--- src/telemetry_regs.vh ---
// Command codes, field positions and reset values for the telemetry bank
`ifndef TELEMETRY_REGS_VH
`define TELEMETRY_REGS_VH

// Command codes seen on the decoded serial command port
`define CMD_OUTPUT_VOLTAGE_READING   8'h10
`define CMD_INPUT_VOLTAGE_READING    8'h11
`define CMD_INPUT_CURRENT_READING    8'h12
`define CMD_OUTPUT_CURRENT_READING   8'h13
`define CMD_TEMPERATURE_READING      8'h14
`define CMD_OUTPUT_VOLTAGE_MAX_HOLD  8'h20
`define CMD_INPUT_VOLTAGE_MAX_HOLD   8'h21
`define CMD_TEMPERATURE_MAX_HOLD     8'h22
`define CMD_OUTPUT_CURRENT_MAX_HOLD  8'h23
`define CMD_INPUT_CURRENT_MAX_HOLD   8'h24
`define CMD_CLEAR_ALL_MAX_HOLDS      8'h25

// Value of every telemetry word before its first conversion
`define TELEMETRY_INIT_VALUE         16'h8000
// Forced output-current word in standby or discontinuous conduction
`define OUTPUT_CURRENT_FORCED        16'h8000

// Temperature source select position in the maker configuration byte
`define TEMP_SOURCE_BIT              2

// Data bytes returned per reading, and most write bytes accepted
`define READ_BYTE_COUNT              2'd2
`define WRITE_BYTES_MAX              2'd2

// Default width of the duty-cycle fraction from the modulator
`define DUTY_WIDTH_DEFAULT           10

`endif

--- src/telemetry_peak_registers.v ---
// Telemetry read-back words and peak-hold registers behind the command port
`timescale 1ns/1ps
`include "telemetry_regs.vh"

//////////////////////////////////////////////////////////////////////////////
module telemetry_peak_registers #(
    parameter DUTY_W = `DUTY_WIDTH_DEFAULT
) (
    input  wire                mclk,
    input  wire                rst,
    // Re-initialisation events from the control logic
    input  wire                run_cycle,
    input  wire                maker_soft_reset,
    // Conversion front end
    input  wire                conv_done,
    input  wire [15:0]         vout_sample,
    input  wire [15:0]         vin_sample,
    input  wire [15:0]         sense_sample,
    input  wire [DUTY_W-1:0]   duty_fraction,
    input  wire [15:0]         die_temp_sample,
    input  wire [15:0]         ext_temp_sample,
    // Power stage state
    input  wire                operation_on,
    input  wire                drivers_on,
    input  wire                discontinuous,
    input  wire [7:0]          maker_configuration_register,
    // Decoded command port from the serial interface
    input  wire                rd_req,
    input  wire                wr_req,
    input  wire [7:0]          cmd_code,
    input  wire [1:0]          wr_byte_count,
    output wire                rd_valid,
    output wire [15:0]         rd_data,
    output wire [1:0]          rd_byte_count,
    output wire                rd_error,
    output wire                wr_ack,
    output wire                wr_error
);

    //////////////////////////////////////////////////////////////////////////
    // Power state and re-initialisation

    wire        standby;
    wire        reinit;
    wire        temp_source_ext;
    wire        conv_take;
    wire        iin_update;
    wire        iout_force;

    assign standby = ~operation_on & ~drivers_on;
    assign reinit  = run_cycle | maker_soft_reset;
    assign temp_source_ext =
        maker_configuration_register[`TEMP_SOURCE_BIT];

    // Re-init wins over a conversion landing in the same cycle
    assign conv_take  = conv_done & ~reinit;
    // Input current only tracks while the power stage is live
    assign iin_update = conv_take & ~standby;
    assign iout_force = ~reinit & (standby | discontinuous);

    //////////////////////////////////////////////////////////////////////////
    // Output current: sense voltage scaled by the duty fraction

    wire signed [DUTY_W:0]     duty_signed;
    wire signed [DUTY_W+16:0]  iout_product;
    wire [15:0]                iout_scaled;

    // Zero-extended so a duty near full scale never reads negative
    assign duty_signed  = {1'b0, duty_fraction};
    assign iout_product = $signed(sense_sample) * duty_signed;
    // Fraction full scale is two to DUTY_W, so drop that many bits
    assign iout_scaled  = iout_product[DUTY_W+15:DUTY_W];

    //////////////////////////////////////////////////////////////////////////
    // Reading registers

    reg  [15:0] vout_reading_reg;
    reg  [15:0] vin_reading_reg;
    reg  [15:0] iin_reading_reg;
    reg  [15:0] iout_reading_reg;
    reg  [15:0] temp_reading_reg;
    reg  [15:0] vout_reading_next;
    reg  [15:0] vin_reading_next;
    reg  [15:0] iin_reading_next;
    reg  [15:0] iout_reading_next;
    reg  [15:0] temp_reading_next;

    always @* begin
        vout_reading_next = vout_reading_reg;
        vin_reading_next  = vin_reading_reg;
        iin_reading_next  = iin_reading_reg;
        iout_reading_next = iout_reading_reg;
        temp_reading_next = temp_reading_reg;
        if (reinit) begin
            vout_reading_next = `TELEMETRY_INIT_VALUE;
            vin_reading_next  = `TELEMETRY_INIT_VALUE;
            iin_reading_next  = `TELEMETRY_INIT_VALUE;
            iout_reading_next = `TELEMETRY_INIT_VALUE;
            temp_reading_next = `TELEMETRY_INIT_VALUE;
        end else if (conv_done) begin
            vout_reading_next = vout_sample;
            vin_reading_next  = vin_sample;
            // Frozen in standby so the last live figure stays readable
            if (iin_update)
                iin_reading_next = sense_sample;
            iout_reading_next = iout_scaled;
            if (temp_source_ext)
                temp_reading_next = ext_temp_sample;
            else
                temp_reading_next = die_temp_sample;
        end
        // Forcing applies in every cycle without a re-init, not only at conversion
        if (iout_force)
            iout_reading_next = `OUTPUT_CURRENT_FORCED;
    end

    always @(posedge mclk or posedge rst) begin
        if (rst) begin
            vout_reading_reg <= `TELEMETRY_INIT_VALUE;
            vin_reading_reg  <= `TELEMETRY_INIT_VALUE;
            iin_reading_reg  <= `TELEMETRY_INIT_VALUE;
            iout_reading_reg <= `TELEMETRY_INIT_VALUE;
            temp_reading_reg <= `TELEMETRY_INIT_VALUE;
        end else begin
            vout_reading_reg <= vout_reading_next;
            vin_reading_reg  <= vin_reading_next;
            iin_reading_reg  <= iin_reading_next;
            iout_reading_reg <= iout_reading_next;
            temp_reading_reg <= temp_reading_next;
        end
    end

    //////////////////////////////////////////////////////////////////////////
    // Command decode for writes

    reg         cmd_is_peak;
    reg         cmd_is_reading;
    reg  [4:0]  peak_sel;
    wire        wr_len_ok;
    wire        wr_peak_ok;
    wire        wr_clear_all_ok;
    wire [4:0]  peak_clear;
    wire [4:0]  peak_clear_one;
    wire        clear_every;
    // Delayed by one cycle so monitors see the reading just taken
    reg         conv_seen_reg;

    always @* begin
        cmd_is_peak    = 1'b1;
        cmd_is_reading = 1'b0;
        peak_sel       = 5'h00;
        case (cmd_code)
            `CMD_OUTPUT_VOLTAGE_MAX_HOLD: peak_sel = 5'h01;
            `CMD_INPUT_VOLTAGE_MAX_HOLD:  peak_sel = 5'h02;
            `CMD_INPUT_CURRENT_MAX_HOLD:  peak_sel = 5'h04;
            `CMD_OUTPUT_CURRENT_MAX_HOLD: peak_sel = 5'h08;
            `CMD_TEMPERATURE_MAX_HOLD:    peak_sel = 5'h10;
            `CMD_OUTPUT_VOLTAGE_READING,
            `CMD_INPUT_VOLTAGE_READING,
            `CMD_INPUT_CURRENT_READING,
            `CMD_OUTPUT_CURRENT_READING,
            `CMD_TEMPERATURE_READING: begin
                cmd_is_peak    = 1'b0;
                cmd_is_reading = 1'b1;
            end
            default: cmd_is_peak = 1'b0;
        endcase
    end

    assign wr_len_ok       = (wr_byte_count <= `WRITE_BYTES_MAX);
    assign wr_peak_ok      = wr_req & cmd_is_peak & wr_len_ok;
    assign wr_clear_all_ok = wr_req & wr_len_ok &
                             (cmd_code == `CMD_CLEAR_ALL_MAX_HOLDS);
    // Payload bytes are never looked at: only the command and the byte count matter
    assign peak_clear_one = {5{wr_peak_ok}} & peak_sel;
    assign clear_every    = wr_clear_all_ok | reinit;
    assign peak_clear     = peak_clear_one | {5{clear_every}};

    always @(posedge mclk or posedge rst) begin
        if (rst)
            conv_seen_reg <= 1'b0;
        else
            conv_seen_reg <= conv_take;
    end

    //////////////////////////////////////////////////////////////////////////
    // Peak monitors, one per tracked reading

    wire [15:0] vout_max_hold;
    wire [15:0] vin_max_hold;
    wire [15:0] iin_max_hold;
    wire [15:0] iout_max_hold;
    wire [15:0] temp_max_hold;

    peak_monitor #(.WIDTH(16)) vout_peak_mon (
        .mclk         (mclk),
        .rst          (rst),
        .clear        (peak_clear[0]),
        .sample_valid (conv_seen_reg),
        .sample       (vout_reading_reg),
        .peak         (vout_max_hold)
    );

    peak_monitor #(.WIDTH(16)) vin_peak_mon (
        .mclk         (mclk),
        .rst          (rst),
        .clear        (peak_clear[1]),
        .sample_valid (conv_seen_reg),
        .sample       (vin_reading_reg),
        .peak         (vin_max_hold)
    );

    peak_monitor #(.WIDTH(16)) iin_peak_mon (
        .mclk         (mclk),
        .rst          (rst),
        .clear        (peak_clear[2]),
        .sample_valid (conv_seen_reg),
        .sample       (iin_reading_reg),
        .peak         (iin_max_hold)
    );

    peak_monitor #(.WIDTH(16)) iout_peak_mon (
        .mclk         (mclk),
        .rst          (rst),
        .clear        (peak_clear[3]),
        .sample_valid (conv_seen_reg),
        .sample       (iout_reading_reg),
        .peak         (iout_max_hold)
    );

    // Mixing sources in one watch is left to software to avoid
    peak_monitor #(.WIDTH(16)) temp_peak_mon (
        .mclk         (mclk),
        .rst          (rst),
        .clear        (peak_clear[4]),
        .sample_valid (conv_seen_reg),
        .sample       (temp_reading_reg),
        .peak         (temp_max_hold)
    );

    //////////////////////////////////////////////////////////////////////////
    // Read mux and answer registers

    reg  [15:0] rd_mux;
    reg         rd_known;
    reg         rd_valid_reg;
    reg  [15:0] rd_data_reg;
    reg  [1:0]  rd_byte_count_reg;
    reg         rd_error_reg;
    reg         wr_ack_reg;
    reg         wr_error_reg;
    wire        wr_good;
    wire        wr_bad;
    wire        rd_good;
    wire        rd_bad;

    always @* begin
        rd_mux   = 16'h0000;
        rd_known = 1'b1;
        case (cmd_code)
            `CMD_OUTPUT_VOLTAGE_READING:  rd_mux = vout_reading_reg;
            `CMD_INPUT_VOLTAGE_READING:   rd_mux = vin_reading_reg;
            `CMD_INPUT_CURRENT_READING:   rd_mux = iin_reading_reg;
            `CMD_OUTPUT_CURRENT_READING:  rd_mux = iout_reading_reg;
            `CMD_TEMPERATURE_READING:     rd_mux = temp_reading_reg;
            `CMD_OUTPUT_VOLTAGE_MAX_HOLD: rd_mux = vout_max_hold;
            `CMD_INPUT_VOLTAGE_MAX_HOLD:  rd_mux = vin_max_hold;
            `CMD_INPUT_CURRENT_MAX_HOLD:  rd_mux = iin_max_hold;
            `CMD_OUTPUT_CURRENT_MAX_HOLD: rd_mux = iout_max_hold;
            `CMD_TEMPERATURE_MAX_HOLD:    rd_mux = temp_max_hold;
            default:                      rd_known = 1'b0;
        endcase
    end

    // Unknown codes, clear-all among them, answer zero with no bytes
    assign rd_good = rd_req & rd_known;
    assign rd_bad  = rd_req & ~rd_known;
    // Readings refuse writes; clear-all is write-only
    assign wr_good = wr_peak_ok | wr_clear_all_ok;
    assign wr_bad  = wr_req & ~wr_good;

    always @(posedge mclk or posedge rst) begin
        if (rst) begin
            rd_valid_reg <= 1'b0;
            rd_error_reg <= 1'b0;
        end else begin
            rd_valid_reg <= rd_good;
            rd_error_reg <= rd_bad;
        end
    end

    // Data and count stand until the next read request
    always @(posedge mclk or posedge rst) begin
        if (rst) begin
            rd_data_reg       <= 16'h0000;
            rd_byte_count_reg <= 2'd0;
        end else if (rd_good) begin
            rd_data_reg       <= rd_mux;
            rd_byte_count_reg <= `READ_BYTE_COUNT;
        end else if (rd_bad) begin
            rd_data_reg       <= 16'h0000;
            rd_byte_count_reg <= 2'd0;
        end
    end

    always @(posedge mclk or posedge rst) begin
        if (rst) begin
            wr_ack_reg   <= 1'b0;
            wr_error_reg <= 1'b0;
        end else begin
            wr_ack_reg   <= wr_good;
            wr_error_reg <= wr_bad;
        end
    end

    assign rd_valid      = rd_valid_reg;
    assign rd_data       = rd_data_reg;
    assign rd_byte_count = rd_byte_count_reg;
    assign rd_error      = rd_error_reg;
    assign wr_ack        = wr_ack_reg;
    assign wr_error      = wr_error_reg;

endmodule // telemetry_peak_registers

--- src/peak_monitor.v ---
// Signed peak-hold monitor for one telemetry reading
`timescale 1ns/1ps
`include "telemetry_regs.vh"

module peak_monitor #(
    parameter WIDTH = 16
) (
    input  wire                    mclk,
    input  wire                    rst,
    input  wire                    clear,
    input  wire                    sample_valid,
    input  wire [WIDTH-1:0]        sample,
    output wire [WIDTH-1:0]        peak
);

    reg  [WIDTH-1:0] peak_reg;
    reg  [WIDTH-1:0] peak_next;

    always @* begin
        peak_next = peak_reg;
        if (clear) begin
            // A sample landing with the clear starts the new watch
            if (sample_valid)
                peak_next = sample;
            else
                peak_next = `TELEMETRY_INIT_VALUE;
        end else if (sample_valid &&
                     ($signed(sample) > $signed(peak_reg))) begin
            peak_next = sample;
        end
    end

    always @(posedge mclk or posedge rst) begin
        if (rst)
            peak_reg <= `TELEMETRY_INIT_VALUE;
        else
            peak_reg <= peak_next;
    end

    assign peak = peak_reg;

endmodule // peak_monitor

--- config.mk ---
export PLATFORM = sky130hd
export DESIGN_NAME = telemetry_peak_registers
export DESIGN_NICKNAME = d
export VERILOG_FILES = /design/src/telemetry_peak_registers.v /design/src/peak_monitor.v
export VERILOG_INCLUDE_DIRS = /design/src /design/src/src
export SDC_FILE = /design/constraint.sdc
export NUM_CORES = 1
export LEC_CHECK = 0
export BUFFER_PORTS_ARGS = -buffer_cell sky130_fd_sc_hd__buf_2
export CAP_MARGIN = 10
export CORE_ASPECT_RATIO = 0.9
export CORE_UTILIZATION = 46
export CTS_BUF_LIST = sky130_fd_sc_hd__clkbuf_8
export DETAILED_ROUTE_END_ITERATION = 16
export GPL_TIMING_DRIVEN = 0
export PLACE_DENSITY = 0.74
export SLEW_MARGIN = 20
export SYNTH_ARGS = -nofsm -noshare
export SYNTH_HDL_FRONTEND = slang
export SYNTH_SLANG_ARGS = --single-unit
--- constraint.sdc ---
create_clock -name mclk -period 10.3 [get_ports mclk]
set_input_delay 1.03 -clock mclk [delete_from_list [all_inputs] [get_ports mclk]]
set_output_delay 1.03 -clock mclk [all_outputs]
set_load 0.005 [all_outputs]
==> metrics.md <==
| Metric | Value |
|---|---|
| Status | `completed` |
| TritonCTS clock tree | `done` |
| Compound-cell area share of the yosys netlist | `14.50%` |
| Clock share of power | `14.1%` |
| Int Power | `1893 uW` |
| Cell Area, Synth | `16440 um^2` |
| Initial antenna violation count | `1` |
| DIE HEIGHT | `181.3 um` |
| Tcrit/Tclk final | `59.21%` |
| Worst hold-check path type | `reg2reg` |
| Syn_nets | `2149` |
| R2r startpoint | `vout_peak_mon.peak[15]` |
| Layout area overhead | `10.06%` |
| Gpl congestion | `0.9923` |
| Worst setup SP type | `input port` |
| XOR/XNOR Fraction of Synth Area | `1.119%` |
| Hold Buf Count CTS | `0` |
| Share of cells above drive strength 1 | `10.88%` |
| CP arrival | `6.45 ns` |
| FF-to-FF path depth | `9` |
| Slew margin rel. | `38.32%` |
| Sequential share of the synthesized area | `27.78%` |
| Maximum fanout along the worst path | `10` |
| Post-DRT Antenna Nets | `0` |
| Met1 wire length | `20610 um` |
| Core area | `35130 um^2` |
| Top FF cell, synth | `dfrtp_1` |
| CP endpoint kind | `flip-flop` |
| Crit path to | `iout_reading_reg[13]` |
| Number of max-cap violations | `0` |
| Number of H-tree levels | `4` |
| Worst Skew | `0.01592 ns` |
| CP required | `10.65 ns` |
| Clk_lat worst skew | `0.48 ns` |
| Highest routed layer | `met4` |
| Switching part of the total | `46.25%` |
| LEAKAGE | `0.008718 uW` |
| Num CTS Buffers | `17` |
| Worst-Margin Slew | `0.9252 ns` |
| Hold Fails Final Rpt | `0` |
| # Post-CTS Setup Buffers | `0` |
| Total GRT Usage | `26.95%` |
| I/O pin cnt | `140` |
| Crit path launch | `duty_fraction[2]` |
| Routed vias/inst | `5.691` |
| Vias in the first global route | `13660` |
| Global-route wire length before repair | `76550 um` |
| Port-buffer cells | `124` |
| Ys async rst share | `100.0%` |
| R2R setup slack | `7.37 ns` |
| Die width | `201.3 um` |
| Root buffer cell | `clkbuf_8` |
| Post-synth cell types | `71` |
| Slew Viols, Final | `0` |
| CTS max path bufs | `2` |
| Switch Pwr | `1628 uW` |
| Yosys reg bits | `182` |
| Non-filler cells, final | `2384` |
| Clk sinks | `182` |
| Met2 Wirelength | `22260 um` |
| Synth Area in Simple Gates | `13.95%` |
| Detail Placement HPWL | `38660 um` |
| CTS resizes | `0` |
| Area leader, netlist | `dfrtp_1` |
| Post-synth EDFFs | `0` |
| Synth top area share | `26.18%` |
| Worst IR Drop VDD | `0.1743 mV` |
| Largest net degree at the start of global routing | `103` |
| Post-synthesis mux area share | `6.439%` |
| RSZ-0062 raised after global routing | `false` |
| Via Count | `13570` |
| Setup violators final | `0` |
| Worst Setup Path Type | `in2reg` |
| Fmax | `164.0 MHz` |
| Ranking of synthesized cells by area | `dfrtp_1, fa_1, ha_1, inv_1, mux2i_1` |
| Post-Syn Area per Cell | `9.367 um^2` |
| DP Cell Count | `2349` |
| Nets@finish | `2293` |
| Comb power frac | `62.8%` |
| Pwr/cell area | `194.6 nW/um^2` |
| Post-Synthesis Cells | `1755` |
| Post-synthesis adder-cell area fraction | `27.45%` |
| Largest family of logic cells by synthesized area | `adder cells` |
| Initial DRC count | `1248` |
| Critical R2R Capture | `vout_peak_mon.peak[4]` |
| TritonRoute pass-1 iters | `7` |
| Residual DRC count | `0` |
| Starting density of the core | `46.79%` |
| Clock period minus final worst setup slack | `6.098 ns` |
| Rows | `65` |
| Share of total power in sequential cells | `23.1%` |
| Die Area | `36500 um^2` |
| Worst-path clk slew | `0.09 ns` |
| Detailed-route wire length | `47710 um` |
| Setup TNS | `0 ns` |
| Wirelength per Cell | `20.01 um` |
| Met3 WL | `3314 um` |
| GRT Residual Overflow | `0` |
| Yosys warnings | `0` |
metrics by stage:
stage | util (%) | instance area [um^2] | hold WS [ns] | worst slack [ns] | total power [uW]
final | 51.50 | 18090 | 0.5010 | 4.202 | 3521
after detailed placement | 50.33 | 17680 | 0.4834 | 3.724 | 3014
after global placement | 50.23 | 17650 | 0.4756 | 2.442 | 2956
after CTS | 51.46 | 18080 | 0.5040 | 4.209 | 3522
after floorplan | - | 16440 | 0.4682 | 4.343 | 2498
after global routing | 51.48 | 18090 | 0.5363 | 3.939 | 3871
cell families (layout without fill, tap and decap cells):
kind of cell,after synthesis,in the layout
adder cells (fa/ha/maj),276,276
flip-flops,182,182
other,1,4
AND/OR/NAND/NOR,462,462
multiplexers,100,100
XOR/XNOR,21,21
buffers and inverters,370,527
AO/OA/AOI/OAI,343,343
final cells by class:
class,count,area [um^2]
Antenna cell,3,7.507
Buffer,97,412.9
Clock buffer,18,247.7
Clock inverter,14,150.1
Fill cell,3319,17040
Inverter,273,1032
Multi-Input combinational cell,1203,10440
Sequential cell,182,4567
Tap cell,469,586.8
Timing Repair Buffer,125,648.1
synthesized netlist by cell type (17+ instances only):
library cell	number
a211oi_1	22
a21o_1	19
a21oi_1	64
a22o_1	53
a22oi_1	24
and2_1	93
clkbuf_1	69
dfrtp_1	172
fa_1	141
ha_1	135
inv_1	273
mux2i_1	90
nand2_1	142
nand3b_1	17
nor2_1	116
o21ai_0	46
o21ai_1	21
critical path, stage by stage:
cell	delay [ns]
buf_2	0.15
clkbuf_1	0.45
nand2_1	0.18
fa_1	0.51
fa_1	0.52
fa_1	0.54
inv_1	0.05
fa_1	0.52
fa_1	0.44
ha_1	0.35
a21o_1	0.17
a31o_2	0.22
a32oi_1	0.39
nor2b_1	0.38
o22ai_1	0.18
a211oi_1	0.26
o31ai_1	0.11
per-layer routing:
metal  track usage, %  up-vias
li1                 -     6193
met1            36.47     6733
met2            44.62      554
met3            4.058       87
met4            8.303        0
met5                0        -
power by group through the flow:
stage                     clock, uW  combinational [uW]  sequential [uW]
after CTS                       506                2200              811
after detailed placement          0                2190              825
after global placement            0                2130              823
final                           497                2210              814
after floorplan                   0                1700              797
after global routing            531                2520              818
how the worst min path moves through the flow:
stage | depth (start not counted) | to | startpoint | slack [ns]
after global routing | 2 | temp_peak_mon.peak[15] | temp_peak_mon.peak[15] | 0.54
after detailed placement | 1 | rd_data[2] | rd_data[2] | 0.48
final | 1 | rd_data[2] | rd_data[2] | 0.50
after global placement | 1 | rd_data[2] | rd_data[2] | 0.48
after CTS | 1 | rd_data[2] | rd_data[2] | 0.50
after floorplan | 2 | temp_peak_mon.peak[15] | temp_peak_mon.peak[15] | 0.47
cells in the final DEF, fill, tap and decap left out, types with 19 or more instances in the layout:
master,instances
fa_1,141
ha_1,135
o21ai_1,21
nor2_1,116
buf_2,139
a21oi_1,64
and2_1,93
a211oi_1,22
clkbuf_1,69
o21ai_0,46
inv_1,273
a22oi_1,24
mux2i_1,90
a21o_1,19
dfrtp_1,172
nand2_1,142
a22o_1,53
Power figures use the tool's default switching activity.
